**src/iopb_pkg.sv**
```systemverilog
// Shared constants and carrier types for the I/O processor bus bridge
package iopb_pkg;

    // Register byte offsets on the Wishbone slave
    localparam logic [7:0] REG_CMD     = 8'h00;  // Direct command launch
    localparam logic [7:0] REG_DIRECT  = 8'h04;  // Direct out / direct in
    localparam logic [7:0] REG_IRQDEV  = 8'h08;  // Interrupt device latch
    localparam logic [7:0] REG_MEMCTL  = 8'h0C;  // Memory operation launch
    localparam logic [7:0] REG_MEMDATA = 8'h10;  // Memory in / memory out
    localparam logic [7:0] REG_CTRL    = 8'h14;  // Bus path control

    // Field positions
    localparam int CMD_CODE_LSB  = 0;   // Command code, 3 bits
    localparam int CMD_DEV_LSB   = 8;   // Device number, 8 bits
    localparam int ST_BUSY_BIT   = 16;  // Status busy flag
    localparam int ST_PEND_BIT   = 17;  // Interrupt or data ready flag
    localparam int MC_OP_LSB     = 0;   // Memory operation kind, 2 bits
    localparam int MC_DEST_LSB   = 4;   // Destination module, 4 bits
    localparam int CT_OUTSEL_BIT = 0;   // 1: memory out reg drives I/O bus
    localparam int CT_OUTEN_BIT  = 1;   // Enables drive of I/O bus
    localparam int CT_INSEL_BIT  = 2;   // 1: I/O bus loads direct in reg
    localparam int CT_HSPEED_BIT = 3;   // High-speed channel mode

    // Reset values
    localparam logic [15:0] DATA_RST = 16'h0000;
    localparam logic [7:0]  DEV_RST  = 8'h00;
    localparam logic [2:0]  CMD_RST  = 3'h0;
    localparam logic [3:0]  MOD_RST  = 4'h0;

    // Step added to the memory in register on a reference entry store
    localparam logic [15:0] DRT_STEP = 16'h0002;

    // Memory operation kinds requested by software
    localparam logic [1:0] OPK_READ    = 2'h0;
    localparam logic [1:0] OPK_WRITE   = 2'h1;
    localparam logic [1:0] OPK_STORE   = 2'h2;
    localparam logic [1:0] OPK_RESTORE = 2'h3;

    // Operation codes sent on the central memory bus
    localparam logic [1:0] MOP_READ  = 2'h1;
    localparam logic [1:0] MOP_WRITE = 2'h2;
    localparam logic [1:0] MOP_DATA  = 2'h3;

    // Memory sequencer states, Gray along idle-low-high-wait
    typedef enum logic [1:0] {
        M_IDLE = 2'b00,
        M_LOW  = 2'b01,
        M_HIGH = 2'b11,
        M_WAIT = 2'b10
    } iopb_mstate_e;

    // Word sent onto the central memory bus
    typedef struct packed {
        logic        valid;
        logic [15:0] data;
        logic [3:0]  srcMod;
        logic [3:0]  dstMod;
        logic [1:0]  op;
    } iopb_cmb_s;

    // Word returned from memory
    typedef struct packed {
        logic        valid;
        logic [15:0] data;
        logic [3:0]  srcMod;
        logic [3:0]  dstMod;
    } iopb_ret_s;

endpackage

```
**src/iopb_bridge.sv**
```systemverilog
// I/O processor bus bridge: direct commands, interrupt poll, memory path
`timescale 1ns/1ps
module iopb_bridge
    import iopb_pkg::*;
#(
    parameter logic [3:0] OWN_MODULE = 4'h1  // This unit's module number
)(
    input  wire logic        clk,
    input  wire logic        rst_n,
    input  wire logic        cyc_i,
    input  wire logic        stb_i,
    input  wire logic        we_i,
    input  wire logic [7:0]  adr_i,
    input  wire logic [3:0]  sel_i,
    input  wire logic [31:0] dat_i,
    output logic      [31:0] dat_o,
    output logic             ack_o,
    output logic [2:0]       ioCommandCode,
    output logic [7:0]       targetDeviceNumber,
    output logic             commandAcceptStrobe,
    input  wire logic        commandAckHandshake,
    input  wire logic        irqFromController,
    output logic             priorityPollChain,
    input  wire logic        pollGrantReply,
    input  wire logic [7:0]  pollDeviceNumber,
    output logic             cpuIrqOut,
    output logic [15:0]      ioBusDataOut,
    output logic             ioBusDataOutEn,
    input  wire logic [15:0] ioBusDataIn,
    input  wire logic        ioBusDataValid,
    input  wire logic        cpuLowBusRequest,
    input  wire logic        cpuHighBusRequest,
    input  wire logic        destModuleReady,
    output logic             ioSideBusClaim,
    output logic             cpuSelect,
    output iopb_cmb_s        cmbOut,
    input  wire iopb_ret_s   cmbRet,
    output logic             returnDataLatchStrobe
);

    ////////////////////////////////////////////////////////////////////////
    // Declarations
    logic [2:0]   cmdCode_r;      // Command code register
    logic [7:0]   target_device_number_r;        // Device number register
    logic         strobe_r;       // Accept strobe
    logic         poll_r;         // Poll chain drive
    logic         irq_r;          // Processor interrupt
    logic [7:0]   irqDev_r;       // Interrupting device latch
    logic [15:0]  memOut_r;       // Data returned from memory
    logic [15:0]  directOut_r;    // Direct data from processor
    logic [15:0]  memIn_r;        // Data bound for memory
    logic [15:0]  directIn_r;     // Direct in / memory address
    logic [3:0]   ctrl_r;         // Path control bits
    logic [1:0]   opKind_r;       // Requested memory operation
    logic [3:0]   destMod_r;      // Stored destination module
    logic         dataReady_r;    // Returned data ready flag
    iopb_mstate_e mState_r;       // Memory sequencer state
    logic         ioLowSel_r;     // Device low select flop
    logic         ioHighSel_r;    // Device high select flop
    logic         cpuSel_r;       // Processor select flop
    logic         claim_r;        // Registered bus claim
    iopb_cmb_s    cmb_r;          // Word on central memory bus
    logic         retStb_r;       // Return strobe pulse
    logic [15:0]  busOut_r;       // I/O bus drive data
    logic         busOutEn_r;     // I/O bus drive enable
    logic [31:0]  rdat_r;         // Wishbone read data
    logic         ack_r;          // Wishbone acknowledge
    logic         wbReq;          // New bus access this cycle
    logic         wbWr;           // Write access this cycle
    logic         ioLowReq;       // Device low request
    logic         ioHighReq;      // Device high request
    logic         ioClaim;        // Device about to set a select
    logic         retMatch;       // Both module comparisons match
    logic         memBusy;        // Memory sequence in flight

    // Byte-lane merge of a 16-bit register from a Wishbone write
    function automatic logic [15:0] merge16(input logic [15:0] old,
                                            input logic [31:0] wd,
                                            input logic [3:0]  sl);
        logic [15:0] r;
        r = old;
        if (sl[0]) begin
            r[7:0] = wd[7:0];
        end
        if (sl[1]) begin
            r[15:8] = wd[15:8];
        end
        return r;
    endfunction

    ////////////////////////////////////////////////////////////////////////
    // Bus decode and arbitration terms
    assign wbReq   = cyc_i && stb_i && !ack_r;
    assign wbWr    = wbReq && we_i;
    assign memBusy = (mState_r != M_IDLE);
    // Device requests come from the sequencer
    assign ioLowReq  = (mState_r == M_LOW);
    assign ioHighReq = (mState_r == M_HIGH);
    // High always claims; low needs ready module and no CPU high
    assign ioClaim = ioHighReq ||
                     (ioLowReq && destModuleReady
                      && !cpuHighBusRequest);
    // Return must come from the addressed module and be for us
    assign retMatch = cmbRet.valid && (cmbRet.srcMod == destMod_r)
                      && (cmbRet.dstMod == OWN_MODULE);

    ////////////////////////////////////////////////////////////////////////
    // Wishbone acknowledge: one cycle after request, one cycle long
    always_ff @(posedge clk) begin
        if (!rst_n) begin
            ack_r <= 1'b0;
        end else begin
            ack_r <= wbReq;
        end
    end

    // Wishbone read data, unmapped reads as zero
    always_ff @(posedge clk) begin
        if (!rst_n) begin
            rdat_r <= 32'h0000_0000;
        end else if (wbReq && !we_i) begin
            case (adr_i)
                REG_CMD: begin
                    rdat_r <= {15'h0000, strobe_r, target_device_number_r,
                               5'h00, cmdCode_r};
                end
                REG_DIRECT: begin
                    rdat_r <= {16'h0000, directIn_r};
                end
                REG_IRQDEV: begin
                    rdat_r <= {14'h0000, irq_r, poll_r,
                               8'h00, irqDev_r};
                end
                REG_MEMCTL: begin
                    rdat_r <= {14'h0000, dataReady_r, memBusy,
                               8'h00, destMod_r, 2'h0, opKind_r};
                end
                REG_MEMDATA: begin
                    rdat_r <= {16'h0000, memOut_r};
                end
                REG_CTRL: begin
                    rdat_r <= {28'h000_0000, ctrl_r};
                end
                default: begin
                    rdat_r <= 32'h0000_0000;
                end
            endcase
        end
    end

    ////////////////////////////////////////////////////////////////////////
    // Direct command: launch on write, hold until acknowledge
    always_ff @(posedge clk) begin
        if (!rst_n) begin
            cmdCode_r <= CMD_RST;
            target_device_number_r   <= DEV_RST;
            strobe_r  <= 1'b0;
        end else if (strobe_r) begin
            if (commandAckHandshake) begin
                strobe_r <= 1'b0;
            end
        end else if (wbWr && adr_i == REG_CMD && sel_i[1:0] == 2'b11) begin
            cmdCode_r <= dat_i[CMD_CODE_LSB +: 3];
            target_device_number_r   <= dat_i[CMD_DEV_LSB +: 8];
            strobe_r  <= 1'b1;
        end
    end

    ////////////////////////////////////////////////////////////////////////
    // Interrupt poll, device latch and processor interrupt
    always_ff @(posedge clk) begin
        if (!rst_n) begin
            poll_r   <= 1'b0;
            irq_r    <= 1'b0;
            irqDev_r <= DEV_RST;
        end else begin
            if (poll_r && pollGrantReply) begin
                // Reply ends poll, number caught, interrupt raised
                poll_r   <= 1'b0;
                irqDev_r <= pollDeviceNumber;
                irq_r    <= 1'b1;
            end else begin
                if (irqFromController && !irq_r && !poll_r) begin
                    poll_r <= 1'b1;
                end
                // Processor clears after taking the number
                if (wbWr && adr_i == REG_IRQDEV) begin
                    irq_r <= 1'b0;
                end
            end
        end
    end

    ////////////////////////////////////////////////////////////////////////
    // Path control register
    always_ff @(posedge clk) begin
        if (!rst_n) begin
            ctrl_r <= 4'h0;
        end else if (wbWr && adr_i == REG_CTRL && sel_i[0]) begin
            ctrl_r <= dat_i[3:0];
        end
    end

    ////////////////////////////////////////////////////////////////////////
    // Direct out register from processor writes
    always_ff @(posedge clk) begin
        if (!rst_n) begin
            directOut_r <= DATA_RST;
        end else if (wbWr && adr_i == REG_DIRECT) begin
            directOut_r <= merge16(directOut_r, dat_i, sel_i);
        end
    end

    // Direct in register loaded from the I/O bus
    always_ff @(posedge clk) begin
        if (!rst_n) begin
            directIn_r <= DATA_RST;
        end else if (ioBusDataValid && ctrl_r[CT_INSEL_BIT]) begin
            directIn_r <= ioBusDataIn;
        end
    end

    ////////////////////////////////////////////////////////////////////////
    // Memory in register: I/O bus, software, restore or store step
    always_ff @(posedge clk) begin
        if (!rst_n) begin
            memIn_r <= DATA_RST;
        end else if (wbWr && adr_i == REG_MEMCTL && !memBusy
                     && !ctrl_r[CT_HSPEED_BIT]) begin
            if (dat_i[MC_OP_LSB +: 2] == OPK_RESTORE) begin
                memIn_r <= memOut_r;
            end else if (dat_i[MC_OP_LSB +: 2] == OPK_STORE) begin
                memIn_r <= memIn_r + DRT_STEP;
            end
        end else if (wbWr && adr_i == REG_MEMDATA) begin
            memIn_r <= merge16(memIn_r, dat_i, sel_i);
        end else if (ioBusDataValid && !ctrl_r[CT_INSEL_BIT]) begin
            memIn_r <= ioBusDataIn;
        end
    end

    ////////////////////////////////////////////////////////////////////////
    // Memory sequencer: address phase low, data phase high, wait return
    always_ff @(posedge clk) begin
        if (!rst_n) begin
            mState_r  <= M_IDLE;
            opKind_r  <= OPK_READ;
            destMod_r <= MOD_RST;
        end else begin
            case (mState_r)
                M_IDLE: begin
                    // High-speed mode leaves memory to the channel
                    if (wbWr && adr_i == REG_MEMCTL
                        && !ctrl_r[CT_HSPEED_BIT]) begin
                        opKind_r  <= dat_i[MC_OP_LSB +: 2];
                        destMod_r <= dat_i[MC_DEST_LSB +: 4];
                        mState_r  <= M_LOW;
                    end
                end
                M_LOW: begin
                    if (ioClaim) begin
                        mState_r <= (opKind_r == OPK_READ) ? M_WAIT : M_HIGH;
                    end
                end
                M_HIGH: begin
                    mState_r <= M_IDLE;
                end
                M_WAIT: begin
                    if (retMatch) begin
                        mState_r <= M_IDLE;
                    end
                end
                default: begin
                    mState_r <= M_IDLE;
                end
            endcase
        end
    end

    ////////////////////////////////////////////////////////////////////////
    // Select flops and claim; device beats CPU unless CPU high vs low or low without a ready module
    always_ff @(posedge clk) begin
        if (!rst_n) begin
            ioLowSel_r  <= 1'b0;
            ioHighSel_r <= 1'b0;
            cpuSel_r    <= 1'b0;
            claim_r     <= 1'b0;
        end else begin
            claim_r     <= ioClaim;
            ioLowSel_r  <= ioClaim && ioLowReq;
            ioHighSel_r <= ioClaim && ioHighReq;
            cpuSel_r    <= (cpuLowBusRequest || cpuHighBusRequest)
                           && !ioClaim;
        end
    end

    // Word placed on the central memory bus by a select
    always_ff @(posedge clk) begin
        if (!rst_n) begin
            cmb_r <= '0;
        end else begin
            cmb_r.valid  <= ioClaim;
            cmb_r.srcMod <= OWN_MODULE;
            cmb_r.dstMod <= destMod_r;
            if (ioLowReq) begin
                // Reads address memory from the direct in register
                cmb_r.data <= (opKind_r == OPK_READ) ? directIn_r
                                                     : memIn_r;
                cmb_r.op   <= (opKind_r == OPK_READ) ? MOP_READ
                                                     : MOP_WRITE;
            end else begin
                cmb_r.data <= memIn_r;
                cmb_r.op   <= MOP_DATA;
            end
        end
    end

    ////////////////////////////////////////////////////////////////////////
    // Memory return: match locks memory out register and flags ready
    always_ff @(posedge clk) begin
        if (!rst_n) begin
            memOut_r    <= DATA_RST;
            retStb_r    <= 1'b0;
            dataReady_r <= 1'b0;
        end else begin
            retStb_r <= retMatch && mState_r == M_WAIT;
            if (retMatch && mState_r == M_WAIT) begin
                memOut_r    <= cmbRet.data;
                dataReady_r <= 1'b1;
            end else if (wbWr && adr_i == REG_MEMCTL) begin
                dataReady_r <= 1'b0;
            end
        end
    end

    ////////////////////////////////////////////////////////////////////////
    // I/O bus data drive from either output register
    always_ff @(posedge clk) begin
        if (!rst_n) begin
            busOut_r   <= DATA_RST;
            busOutEn_r <= 1'b0;
        end else begin
            busOut_r   <= ctrl_r[CT_OUTSEL_BIT] ? memOut_r
                                                : directOut_r;
            busOutEn_r <= ctrl_r[CT_OUTEN_BIT];
        end
    end

    ////////////////////////////////////////////////////////////////////////
    // Output connections, all from flops
    assign dat_o                 = rdat_r;
    assign ack_o                 = ack_r;
    assign ioCommandCode         = cmdCode_r;
    assign targetDeviceNumber    = target_device_number_r;
    assign commandAcceptStrobe   = strobe_r;
    assign priorityPollChain     = poll_r;
    assign cpuIrqOut             = irq_r;
    assign ioBusDataOut          = busOut_r;
    assign ioBusDataOutEn        = busOutEn_r;
    assign ioSideBusClaim        = claim_r;
    assign cpuSelect             = cpuSel_r;
    assign cmbOut                = cmb_r;
    assign returnDataLatchStrobe = retStb_r;
endmodule

```
**config.mk**
```make
export PLATFORM = sky130hd
export DESIGN_NAME = iopb_bridge
export DESIGN_NICKNAME = d
export VERILOG_FILES = /design/src/iopb_pkg.sv /design/src/iopb_bridge.sv
export SDC_FILE = /design/constraint.sdc
export NUM_CORES = 1
export LEC_CHECK = 0
export ABC_CLOCK_PERIOD_IN_PS = 4100
export BUFFER_PORTS_ARGS = -buffer_cell sky130_fd_sc_hd__buf_2
export CAP_MARGIN = 20
export CELL_PAD_IN_SITES_DETAIL_PLACEMENT = 1
export CELL_PAD_IN_SITES_GLOBAL_PLACEMENT = 2
export CORE_MARGIN = 2
export CORE_UTILIZATION = 33
export CTS_BUF_LIST = sky130_fd_sc_hd__clkbuf_16
export CTS_CLUSTER_DIAMETER = 80
export DETAILED_ROUTE_END_ITERATION = 6
export GPL_TIMING_DRIVEN = 0
export HOLD_SLACK_MARGIN = 0.03
export PLACE_DENSITY_LB_ADDON = 0.12
export REMOVE_ABC_BUFFERS = 1
export SYNTH_ARGS = -nofsm -noshare
export SYNTH_HDL_FRONTEND = slang
export SYNTH_SLANG_ARGS = --single-unit
```
**constraint.sdc**
```tcl
create_clock -name clk -period 4.1 [get_ports clk]
set_input_delay 0.205 -clock clk [delete_from_list [all_inputs] [get_ports clk]]
set_output_delay 0.205 -clock clk [all_outputs]
set_load 0.02 [all_outputs]
```
==> run metrics, run 1 <==
final setup violation count 0; Switching Share about 25%; Clock power frac a little under half; post-CTS sizing 0; Synth Instances 840; CTS tree yes; Main synth FF type dfxtp_1; Sink Count approximately 160; Final Hold Fails 0; Bufs on Longest Clock Path 2; critical path's slowest cell and4b_1; Top delay family on crit path simple AND/OR/NAND/NOR gates; Core Box Area about 22000 um^2; PD cells a little under 400 nW/um^2; I/O pin count 199; met3 Track Usage GR around 3.4%; global route hottest layer met2; routing usage on met1 between 20% and 30%; worst setup margin around 1.3 ns; vias per cell between 5 and 6; post-synthesis simple-gate area fraction 22.1%; Cell variety after synth 67; Worst IR Drop VDD 0.000237 V; Clock Pin Slew Worst Setup and Hold Paths ~0.070 ns; DRC Markers 0; initial antenna violation count 0; clock root buffer clkbuf_16; endpoint class of the critical path flip-flop; largest net degree at the start of global routing between 70 and 80; maxcap violations 0; crit path max fanout 33; Seq pwr share between 40% and 50%; Vias roughly 6500; cell area after synthesis between 7000 and 8000 um^2; clk_skew 0.0100 ns; port bufs approximately 160; Slew Viols, Final 0; Fmax 0.355 GHz; Setup TNS 0 ns; period utilisation layout between 60% and 70%; Die H around 150 um; dpl hpwl 17300 um; die area ~23000 um^2; ys async rst share 0%; Sw Pwr ~0.87 mW; met2 capacity usage during global routing between 30% and 40%; Fillers 2619; multiplexer share of the synthesized area between 10% and 20%; layout cell share with drive strength beyond 1 around 22%; sequential fraction of the synthesis area around 45%; Die Wd 152 um; drt wl/cell around 19 um; Yosys Warn Count 0; 1st-iter DRT viols approximately 280; Antenna Cells 0; largest family of logic cells by synthesized area simple AND/OR/NAND/NOR gates; Max-slew headroom between 30% and 40%; placer congestion estimate 0.794; Avg Cell Area, Syn about 8.6 um^2; total power roughly 3.5 mW; Setup Slack @ Placement roughly 1.1 ns; Critical Path Source Type flip-flop; total grt overflow 0; DRT Pass-1 Iters 5; final WL between 20000 and 25000 um; Leakage between 3 and 4 nW; Num CTS Buffers 17; Initial Util roughly 33%; Int Pwr 2.64 mW; DRT antenna net count 0; post-synthesis adder-cell area fraction less than 1%; post-synthesis compound-gate area fraction between 10% and 20%; crit-path cells and4b_1 > and3_2 > nand3_4 > a21oi_4 > nand2_1 > o22ai_1; Skew-Pair Late Insertion Delay 0.43 ns; measured slew at the worst slew-check pin around 0.96 ns; run status completed; Worst path max stage delay 0.56 ns; vias in the first global route approximately 6400; Gate power share under 10%; Crit Path Class flip-flop to flip-flop; data arrival time of the critical path roughly 3.2 ns; H-Tree Depth 4; #FFs+latches synth about 160; Critical Path RT 4.44 ns; Bufs and invs on worst path 0; first-pass GRT wire length roughly 37000 um; # rows 54; fin crit period 2.81 ns; Worst Hold Class primary input to flip-flop; Layout area overhead 25.0%; Post-Synth XOR/XNOR Area 1.95%; final net count 1106; Tot GR Track Use between 20 and 25%; unrepaired setup endpoints after global routing false; Post-synth EDFFs 0
## repair_timing
item | 4_1_cts | 5_1_grt
buffers inserted | 0 | 0
endpoints found under the hold margin | 24 | 0
hold buffers | 25 | 0
## cells by family (layout without fill, tap and decap cells)
family,after synthesis,in the layout
simple gates,345,345
compound gates,169,169
flops,161,161
buf+inv,74,230
mux,73,73
xor+xnor,16,16
fa+ha+maj,1,1
other cells,1,17
## cells in the mapped netlist (2+ instances only)
cell type,count,area share (%)
dfxtp_1,161,45
nand2_1,142,7.4
nor2_1,106,5.5
a21oi_1,90,6.3
mux2i_1,68,9.5
nand3_1,35,2.4
clkbuf_1,28,1.5
buf_4,24,2.5
o21ai_0,21,1.5
buf_2,12,0.84
a22o_1,10,1.2
xnor2_1,10,1.2
and2_1,9,0.78
o211ai_1,9,0.94
nor3_1,7,0.49
nand4_1,6,0.52
xor2_1,6,0.73
a222oi_1,5,0.70
a22oi_1,5,0.52
a2bb2oi_1,5,0.61
inv_1,5,0.26
mux2_2,5,0.78
nand2b_1,5,0.44
nor2b_1,5,0.44
o22ai_1,5,0.44
and3_1,4,0.35
a31oi_1,3,0.26
buf_1,3,0.16
a211oi_1,2,0.21
a21oi_4,2,0.45
and2b_1,2,0.21
nand3b_1,2,0.21
nor3_2,2,0.28
nor3_4,2,0.45
nor4_1,2,0.17
## final timing paths
path | to | slack (ns) | depth (start not counted) | startpoint
worst max-delay path | memIn_r[2]$_SDFFE_PN0P_ | 1.29 | 6 | ack_o$_SDFF_PN0_
worst min-delay path | directIn_r[12]$_SDFFE_PN0P_ | 0.04 | 3 | ioBusDataIn[12]
worst max register to register | memIn_r[2]$_SDFFE_PN0P_ | 1.29 | 6 | ack_o$_SDFF_PN0_
worst min register to register | dat_o[14]$_SDFFE_PN0P_ | 0.45 | 2 | dat_o[14]$_SDFFE_PN0P_
## cell usage in the layout, fill, tap and decap left out, types with 4 or more instances in the layout
cell type / count
a2bb2oi_1: 5
and3_1: 4
a22oi_1: 5
mux2_2: 5
xnor2_1: 10
o21ai_0: 21
a21oi_1: 90
inv_1: 4
nand3_1: 35
nor2_1: 105
buf_2: 163
dlygate4sd3_1: 25
nand4_1: 6
nand2b_1: 5
a22o_1: 10
nor2b_1: 5
nor3_1: 6
clkbuf_16: 17
xor2_1: 6
clkinv_1: 4
conb_1: 17
and2_1: 9
dfxtp_1: 161
o22ai_1: 5
mux2i_1: 68
nand2_1: 142
o211ai_1: 9
a222oi_1: 5
## power by group through the flow
stage	sequential [mW]	clock [mW]	combinational (mW)
final	1.61	1.64	0.263
after global routing	1.61	1.74	0.289
after CTS	1.61	1.67	0.264
after detailed placement	1.64	0	0.244
after global placement	1.64	0	0.239
after floorplan	1.65	0	0.111
## worst reg2reg max path, stage by stage, from the launching register on
cell and delay (ns):
dfxtp_1 0.31, and4b_1 0.56, and3_2 0.55, nand3_4 0.45, a21oi_4 0.49, nand2_1 0.16
o22ai_1 0.20
## stage by stage
stage	util, %	cells	hold WS (ns)	area (um^2)
6_report	41.6	1292	0.0411	8980
5_1_grt	41.6	1292	0.0381	8980
4_1_cts	41.5	1291	0.0312	8970
3_5_place_dp	37.6	1235	0.433	8130
3_3_place_gp	37.1	1230	0.430	8030
2_1_floorplan	-	787	0.233	6860
## final cells by class
cell class,instances,area [um^2],area share (%)
Clock buffer,17,425,4.74
Tap cell,280,350,3.90
Clock inverter,14,164,1.82
Multi-Input combinational cell,621,3630,40.4
Inverter,5,23.8,0.265
Sequential cell,161,3220,35.9
Timing Repair Buffer,194,1170,13.0
## registers in the layout, indices dropped and copies added, names as in the netlist, 3 cells and up
signal              count
cmbOut                 24
dat_o                  18
directIn_r             16
directOut_r            16
ioBusDataOut           16
memIn_r                16
memOut_r               16
irqDev_r                8
targetDeviceNumber      8
ctrl_r                  4
destMod_r               4
ioCommandCode           3
## layer usage
layer	vias to the layer above	routed length [um]
met5	-	0
met4	0	249
met3	20	1060
met2	150	12000
met1	3121	11200
li1	3187	-
No activity file was read; power rests on OpenSTA's default activity.
==> run 2: changes to the inputs <==
Settings changed: ABC_CLOCK_PERIOD_IN_PS 4100 to 2700, CORE_UTILIZATION 33 to 30.
Clock period 4.1 ns to 2.7 ns, I/O delays scaled along.
==> run 2 against run 1 <==
Wire length up 4.8%. Die area up 9.7%. Worst setup slack worse by 1.1 ns. Via count up 1.2%. Register-to-register slack worse by 1.1 ns. Combinational power up 67%. Final area up 4.7%. Non-clock buffer count up 38. Clock power up 51%. First-iteration DRC count up 5.8%. Count of clock-buffer cells in the layout unchanged. Sequential share of layout area down 1.6 points. Critical endpoint is now memOut_r[13]$_SDFFE_PN0P_. Largest cell class unchanged.
==> run metrics, run 2 (synthesis gave the netlist of run 1 again) <==
final WL 25700 um (+4.8%); DRC Markers 0 (unchanged); Die Wd 159 um (+4.8%); Bufs on Longest Clock Path 2 (unchanged); final setup violation count 0 (unchanged); Skew-Pair Late Insertion Delay 0.43 ns (about the same); placer congestion estimate 0.785 (-1.1%); vias in the first global route 6651 (+4.3%); Fillers 2815 (+7.5%); measured slew at the worst slew-check pin 1.08 ns (+0.117 ns); Final Hold Fails 0 (unchanged); die area 25200 um^2 (+9.7%); drt wl/cell 18.8 um (-1.1%); R2R Setup Slk 0.18 ns (-1.11 ns); Critical Path RT 3.00 ns (-1.44 ns); Die H 159 um (+4.8%); Clock Pin Slew Worst Setup and Hold Paths 0.07 ns (about the same); Setup Slack @ Placement -0.223 ns (-1.35 ns); total power 5.36 mW (+53%); Finished Cell Area 9410 um^2 (+4.7%); Tot GR Track Use 20.5% (-1.2 points); Leakage 3.83 nW (+4.5%); Initial Util 30.6% (-2.6 points); Hold Path Sink irqDev_r[5]$_SDFFE_PN0P_; unrepaired setup endpoints after global routing false; endpoint class of the critical path flip-flop; R2R Path End memOut_r[13]$_SDFFE_PN0P_; most common cell after layout, fill and taps aside buf_2; H-Tree Depth 4 (unchanged); dpl cell area 8190 um^2 (+0.68%); crit path max fanout 10 (-70%); Min-Delay Path Depth 3 (unchanged); max reg flops 24 (unchanged); maxcap violations 0 (unchanged); Crit Path Class flip-flop to flip-flop; cell count of the worst reg-to-reg path 7 (+1); CTS tree yes; Setup TNS 0 ns (unchanged); crit-path cells xnor2_1 > nand4_1 > nor3_1 > nand3b_1 > buf_16 > mux2i_1 > nor2_1; I/O pin count 199 (unchanged); Min-Delay Startpoint pollGrantReply; hold slack 0.0597 ns (+0.0186 ns); clk_skew 0.0132 ns (+0.00318 ns); FF-to-FF Start destMod_r[2]$_SDFFE_PN0P_; PD cells 569 nW/um^2 (+46%); critical path's slowest cell nand3b_1; Core Box Area 23500 um^2 (+8.6%); Layout area overhead 30.9%; Fmax 0.396 GHz (+11%); run status completed; Antenna Cells 0 (unchanged); final net count 1144 (+3.4%); port bufs 163 (unchanged); first-pass GRT wire length 40000 um (+7.2%); Bufs and invs on worst path 1 (+1); Sink Count 161 (unchanged); dpl hpwl 17800 um (+2.8%); worst setup margin 0.176 ns (-1.11 ns); DRT Pass-1 Iters 4 (-1); data arrival time of the critical path 2.83 ns (-0.33 ns); period utilisation layout 93.5% (+25 points); DRT antenna net count 0 (unchanged); # rows 56 (+3.7%); Vias 6558 (+1.2%); total grt overflow 0 (unchanged); Worst IR Drop VDD 0.000330 V (+39%); largest net degree at the start of global routing 97 (+37%); fin crit period 2.52 ns (-0.289 ns); Worst Hold Class primary input to flip-flop; 1st-iter DRT viols 292 (+5.8%); clock root buffer clkbuf_16; Num CTS Buffers 17 (unchanged); Worst path max stage delay 0.72 ns (+0.16 ns); Critical Path Source Type flip-flop; Top delay family on crit path simple AND/OR/NAND/NOR gates; layout cell share with drive strength beyond 1 22.0% (-0.35 points); Slew Viols, Final 0 (unchanged); vias per cell 4.79 (-4.5%); commonest cells after routing, fill and taps aside 163 x buf_2, 161 x dfxtp_1, 142 x nand2_1, 106 x nor2_1, 90 x a21oi_1; initial antenna violation count 0 (unchanged); Max-slew headroom 27.8% (-7.9 points)
## run 2: layout make-up
cell class / count / area, um^2 / share of cell area, %
clock inverter: 15 / 159 / 1.69
tap: 319 / 399 / 4.24
clock buffer: 17 / 425 / 4.52
sequential: 161 / 3220 / 34.3
multi-input combinational: 621 / 3630 / 38.6
inverter: 5 / 23.8 / 0.253
timing repair buffer: 232 / 1550 / 16.5
## run 2: how the worst max path moves through the flow
stage / startpoint / endpoint / slack [ns] / cells after the start
2_1_floorplan: rst_n / dat_o[10]$_SDFFE_PN0P_ / -0.28 / 4
3_3_place_gp: rst_n / dat_o[9]$_SDFFE_PN0P_ / -3.05 / 5
3_5_place_dp: adr_i[3] / memIn_r[3]$_SDFFE_PN0P_ / -0.22 / 6
4_1_cts: ack_o$_SDFF_PN0_ / memIn_r[4]$_SDFFE_PN0P_ / 0.03 / 7
5_1_grt: destMod_r[3]$_SDFFE_PN0P_ / memOut_r[14]$_SDFFE_PN0P_ / 0.01 / 7
6_report: destMod_r[2]$_SDFFE_PN0P_ / memOut_r[13]$_SDFFE_PN0P_ / 0.18 / 7
## run 2: through the flow
step	instances	utilization, %
floorplan	787	-
global placement	1269	34.4
CTS	1369	40.0
global route	1370	40.1
finish	1370	40.1
detailed placement	1274	34.9
## run 2: metal layers
metal  global-route usage, %  up-vias  wire, um
met5                       0        -         0
met1                    28.4     3131     12700
met2                    32.9      143     11800
li1                        -     3264         -
met3                    3.32       20       895
met4                    5.88        0       365
## run 2: power breakdown
part           internal, mW  leakage [nW]  total (mW)  switching, mW
sequential             2.41          1.30        2.44         0.0335
combinational         0.188          2.25       0.440          0.252
clock                  1.38         0.281        2.47           1.10
## run 2: worst register-to-register path: stages, from the launching register on
cell and delay (ns):
dfxtp_1 0.45, xnor2_1 0.15, nand4_1 0.11, nor3_1 0.31, nand3b_1 0.72, buf_16 0.43
mux2i_1 0.17, nor2_1 0.05
## run 2: what timing repair did
action                                  4_1_cts  5_1_grt
buffers inserted                              3        0
pin swaps                                     1        1
endpoints found under the hold margin        72        0
endpoints found under the setup margin        8        8
hold buffers                                 60        0
gates resized for setup                       0        1
==> run 3: changes to the inputs <==
Settings changed: ABC_AREA set to 1, CORE_UTILIZATION 30 to 28, GPL_ROUTABILITY_DRIVEN set to 0.
==> run 3 against run 2 <==
Sequential share of layout area is 0.48 points lower. Count of clock-buffer cells in the layout stayed put. Global-route usage is 0.87 points lower. Largest power group is now registers. Critical endpoint is now dat_o[0]$_SDFFE_PN0P_. Critical path type unchanged.
==> run metrics, run 3 <==
FF-to-FF Start ctrl_r[0]$_SDFFE_PN0P_; Sink Count 161 (unchanged); top-area cell type share of the netlist area 43.9% (-0.92 points); ys async rst share 0% (unchanged); #FFs+latches synth 161 (unchanged); cell area after synthesis 7340 um^2 (+2.1%); Final Hold Fails 0 (unchanged); measured slew at the worst slew-check pin 1.09 ns (+0.00941 ns); port bufs 163 (unchanged); final setup violation count 0 (unchanged); Die Wd 166 um (+4.5%); Synth Instances 1080 (+29%); Layout area overhead 30.1%; Cell variety after synth 37 (-45%); maxcap violations 0 (unchanged); CP startpoint ctrl_r[0]$_SDFFE_PN0P_; Crit Path Class flip-flop to flip-flop; vias in the first global route 7564 (+14%); Clock Pin Slew Worst Setup and Hold Paths 0.07 ns (about the same); Area contributors post-synth dfxtp_1 44%, nand2_1 13%, nor2_1 10%; data arrival time of the critical path 2.74 ns (-0.09 ns); total power 5.26 mW (-1.8%); Core Box Area 25900 um^2 (+10%); Avg Cell Area, Syn 6.80 um^2 (-21%); Yosys Warn Count 0 (unchanged); Skew-Pair Late Insertion Delay 0.43 ns (about the same); DRT antenna net count 0 (unchanged); run status completed; Fillers 3317 (+18%); commonest cells after routing, fill and taps aside 248 x nand2_1, 197 x nor2_1, 162 x buf_2, 161 x dfxtp_1, 137 x o21ai_0; dpl hpwl 19100 um (+7.3%); total grt overflow 0 (unchanged); PD cells 551 nW/um^2 (-3.2%); layout cell share with drive strength beyond 1 18.2% (-3.8 points); clk_skew 0.0113 ns (-0.00186 ns); Min-Delay Startpoint dat_i[0]; 1st-iter DRT viols 367 (+26%); number of cells in the finished layout apart from fillers 1628 (+19%); # rows 59 (+5.4%); most common cell after layout, fill and taps aside nand2_1; Critical Path RT 3.07 ns (+0.07 ns); I/O pin count 199 (unchanged); sequential fraction of the synthesis area 43.9% (-0.92 points); Cells after DPL 1533 (+20%); first-pass GRT wire length 42400 um (+5.8%); initial antenna violation count 2 (+2); crit path max fanout 23 (+13); endpoint class of the critical path flip-flop; DRC Markers 0 (unchanged); Critical Path Source Type flip-flop; DRT Pass-1 Iters 4 (unchanged); Die H 166 um (+4.5%); Vias 7402 (+13%); period utilisation layout 87.8% (-5.7 points); die area 27500 um^2 (+9.1%); Num CTS Buffers 17 (unchanged); Leakage 4.38 nW (+14%); R2R Setup Slk 0.33 ns (+0.15 ns); Tot GR Track Use 19.6% (-0.87 points); area leader, netlist dfxtp_1; Bufs on Longest Clock Path 2 (unchanged); Initial Util 28.3% (-2.3 points); Worst IR Drop VDD 0.000354 V (+7.5%); Post-synth EDFFs 0 (unchanged); H-Tree Depth 4 (unchanged); Fmax 0.422 GHz (+6.5%); fin crit period 2.37 ns (-0.154 ns); max reg flops 24 (unchanged); vias per cell 4.55 (-5.0%); Slew Viols, Final 0 (unchanged); largest net degree at the start of global routing 83 (-14%); Worst Hold Class primary input to flip-flop; most instantiated cells after synthesis 249 x nand2_1, 197 x nor2_1, 161 x dfxtp_1, 137 x o21ai_0, 86 x inv_1; Main synth FF type dfxtp_1; drt wl/cell 16.5 um (-12%); count leader, synth nand2_1; clock root buffer clkbuf_16; CTS tree yes; unrepaired setup endpoints after global routing false; final net count 1384 (+21%); final WL 26800 um (+4.2%); Max-slew headroom 27.3% (-0.46 points)
## run 3: worst paths after layout
path	end	cells after the start
worst max-delay path	dat_o[0]$_SDFFE_PN0P_	4
worst max register to register	dat_o[0]$_SDFFE_PN0P_	4
worst min register to register	cmbOut[5]$_SDFF_PN0_	2
worst min-delay path	directOut_r[0]$_SDFFE_PN0P_	3
## run 3: metrics by stage
stage / TNS, ns / cell area [um^2] / hold slack (ns) / worst slack (ns) / util, %
2_1_floorplan: 0 / 7050 / 0.163 / 0.819 / -
3_3_place_gp: -50.20 / 8280 / 0.392 / -1.51 / 32.0
3_5_place_dp: -10.77 / 8360 / 0.394 / -0.816 / 32.3
4_1_cts: 0 / 9520 / 0.0379 / 0.140 / 36.8
5_1_grt: 0 / 9540 / 0.0362 / 0.00609 / 36.8
6_report: 0 / 9550 / 0.0504 / 0.329 / 36.8
## run 3: cell families (layout without fill, tap and decap cells)
| family | after synthesis | count (layout) | share of synthesized area (%) |
|---|---|---|---|
| xor+xnor | 1 | 1 | 0.119 |
| buf+inv | 157 | 352 | 9.48 |
| compound gates | 228 | 228 | 15.8 |
| other cells | 1 | 19 | 0.0511 |
| simple gates | 531 | 531 | 30.5 |
| flops | 161 | 161 | 43.9 |
| fa+ha+maj | 1 | 1 | 0.170 |
## run 3: cell type report
cell class / instances / area, um^2 / area share, %
multi-input combinational: 778 / 3490 / 36.5
sequential: 161 / 3220 / 33.8
timing repair buffer: 228 / 1510 / 15.8
clock buffer: 17 / 425 / 4.46
tap: 335 / 419 / 4.39
inverter: 92 / 350 / 3.67
clock inverter: 15 / 128 / 1.34
antenna: 2 / 5.00 / 0.0524
## run 3: what timing repair did
item                                   4_1_cts  5_1_grt
gates resized for setup                      3        1
pin swaps                                    0        0
buffers inserted                             2        0
hold buffers                                58        0
endpoints found under the hold margin       67        0
setup endpoints to repair                   34       15
## run 3: report_power, final
group,internal (mW),total (mW),switching (mW)
sequential,2.42,2.45,0.0272
clock,1.20,2.33,1.12
combinational,0.196,0.486,0.291
## run 3: metal layers
| layer | global-route usage, % | up-vias | wire length, um | share of wire, % |
|---|---|---|---|---|
| li1 | - | 3814 | - | - |
| met1 | 25.8 | 3439 | 12700 | 47 |
| met2 | 33.4 | 129 | 12800 | 48 |
| met3 | 3.91 | 20 | 1030 | 3.8 |
| met4 | 4.31 | 0 | 319 | 1.2 |
| met5 | 0 | - | 0 | 0 |
## run 3: worst max-delay path: stages (launching register included)
cell     delay, ns
dfxtp_1       1.04
inv_1         0.65
o22ai_1       0.38
nor2_1        0.10
a21oi_1       0.12
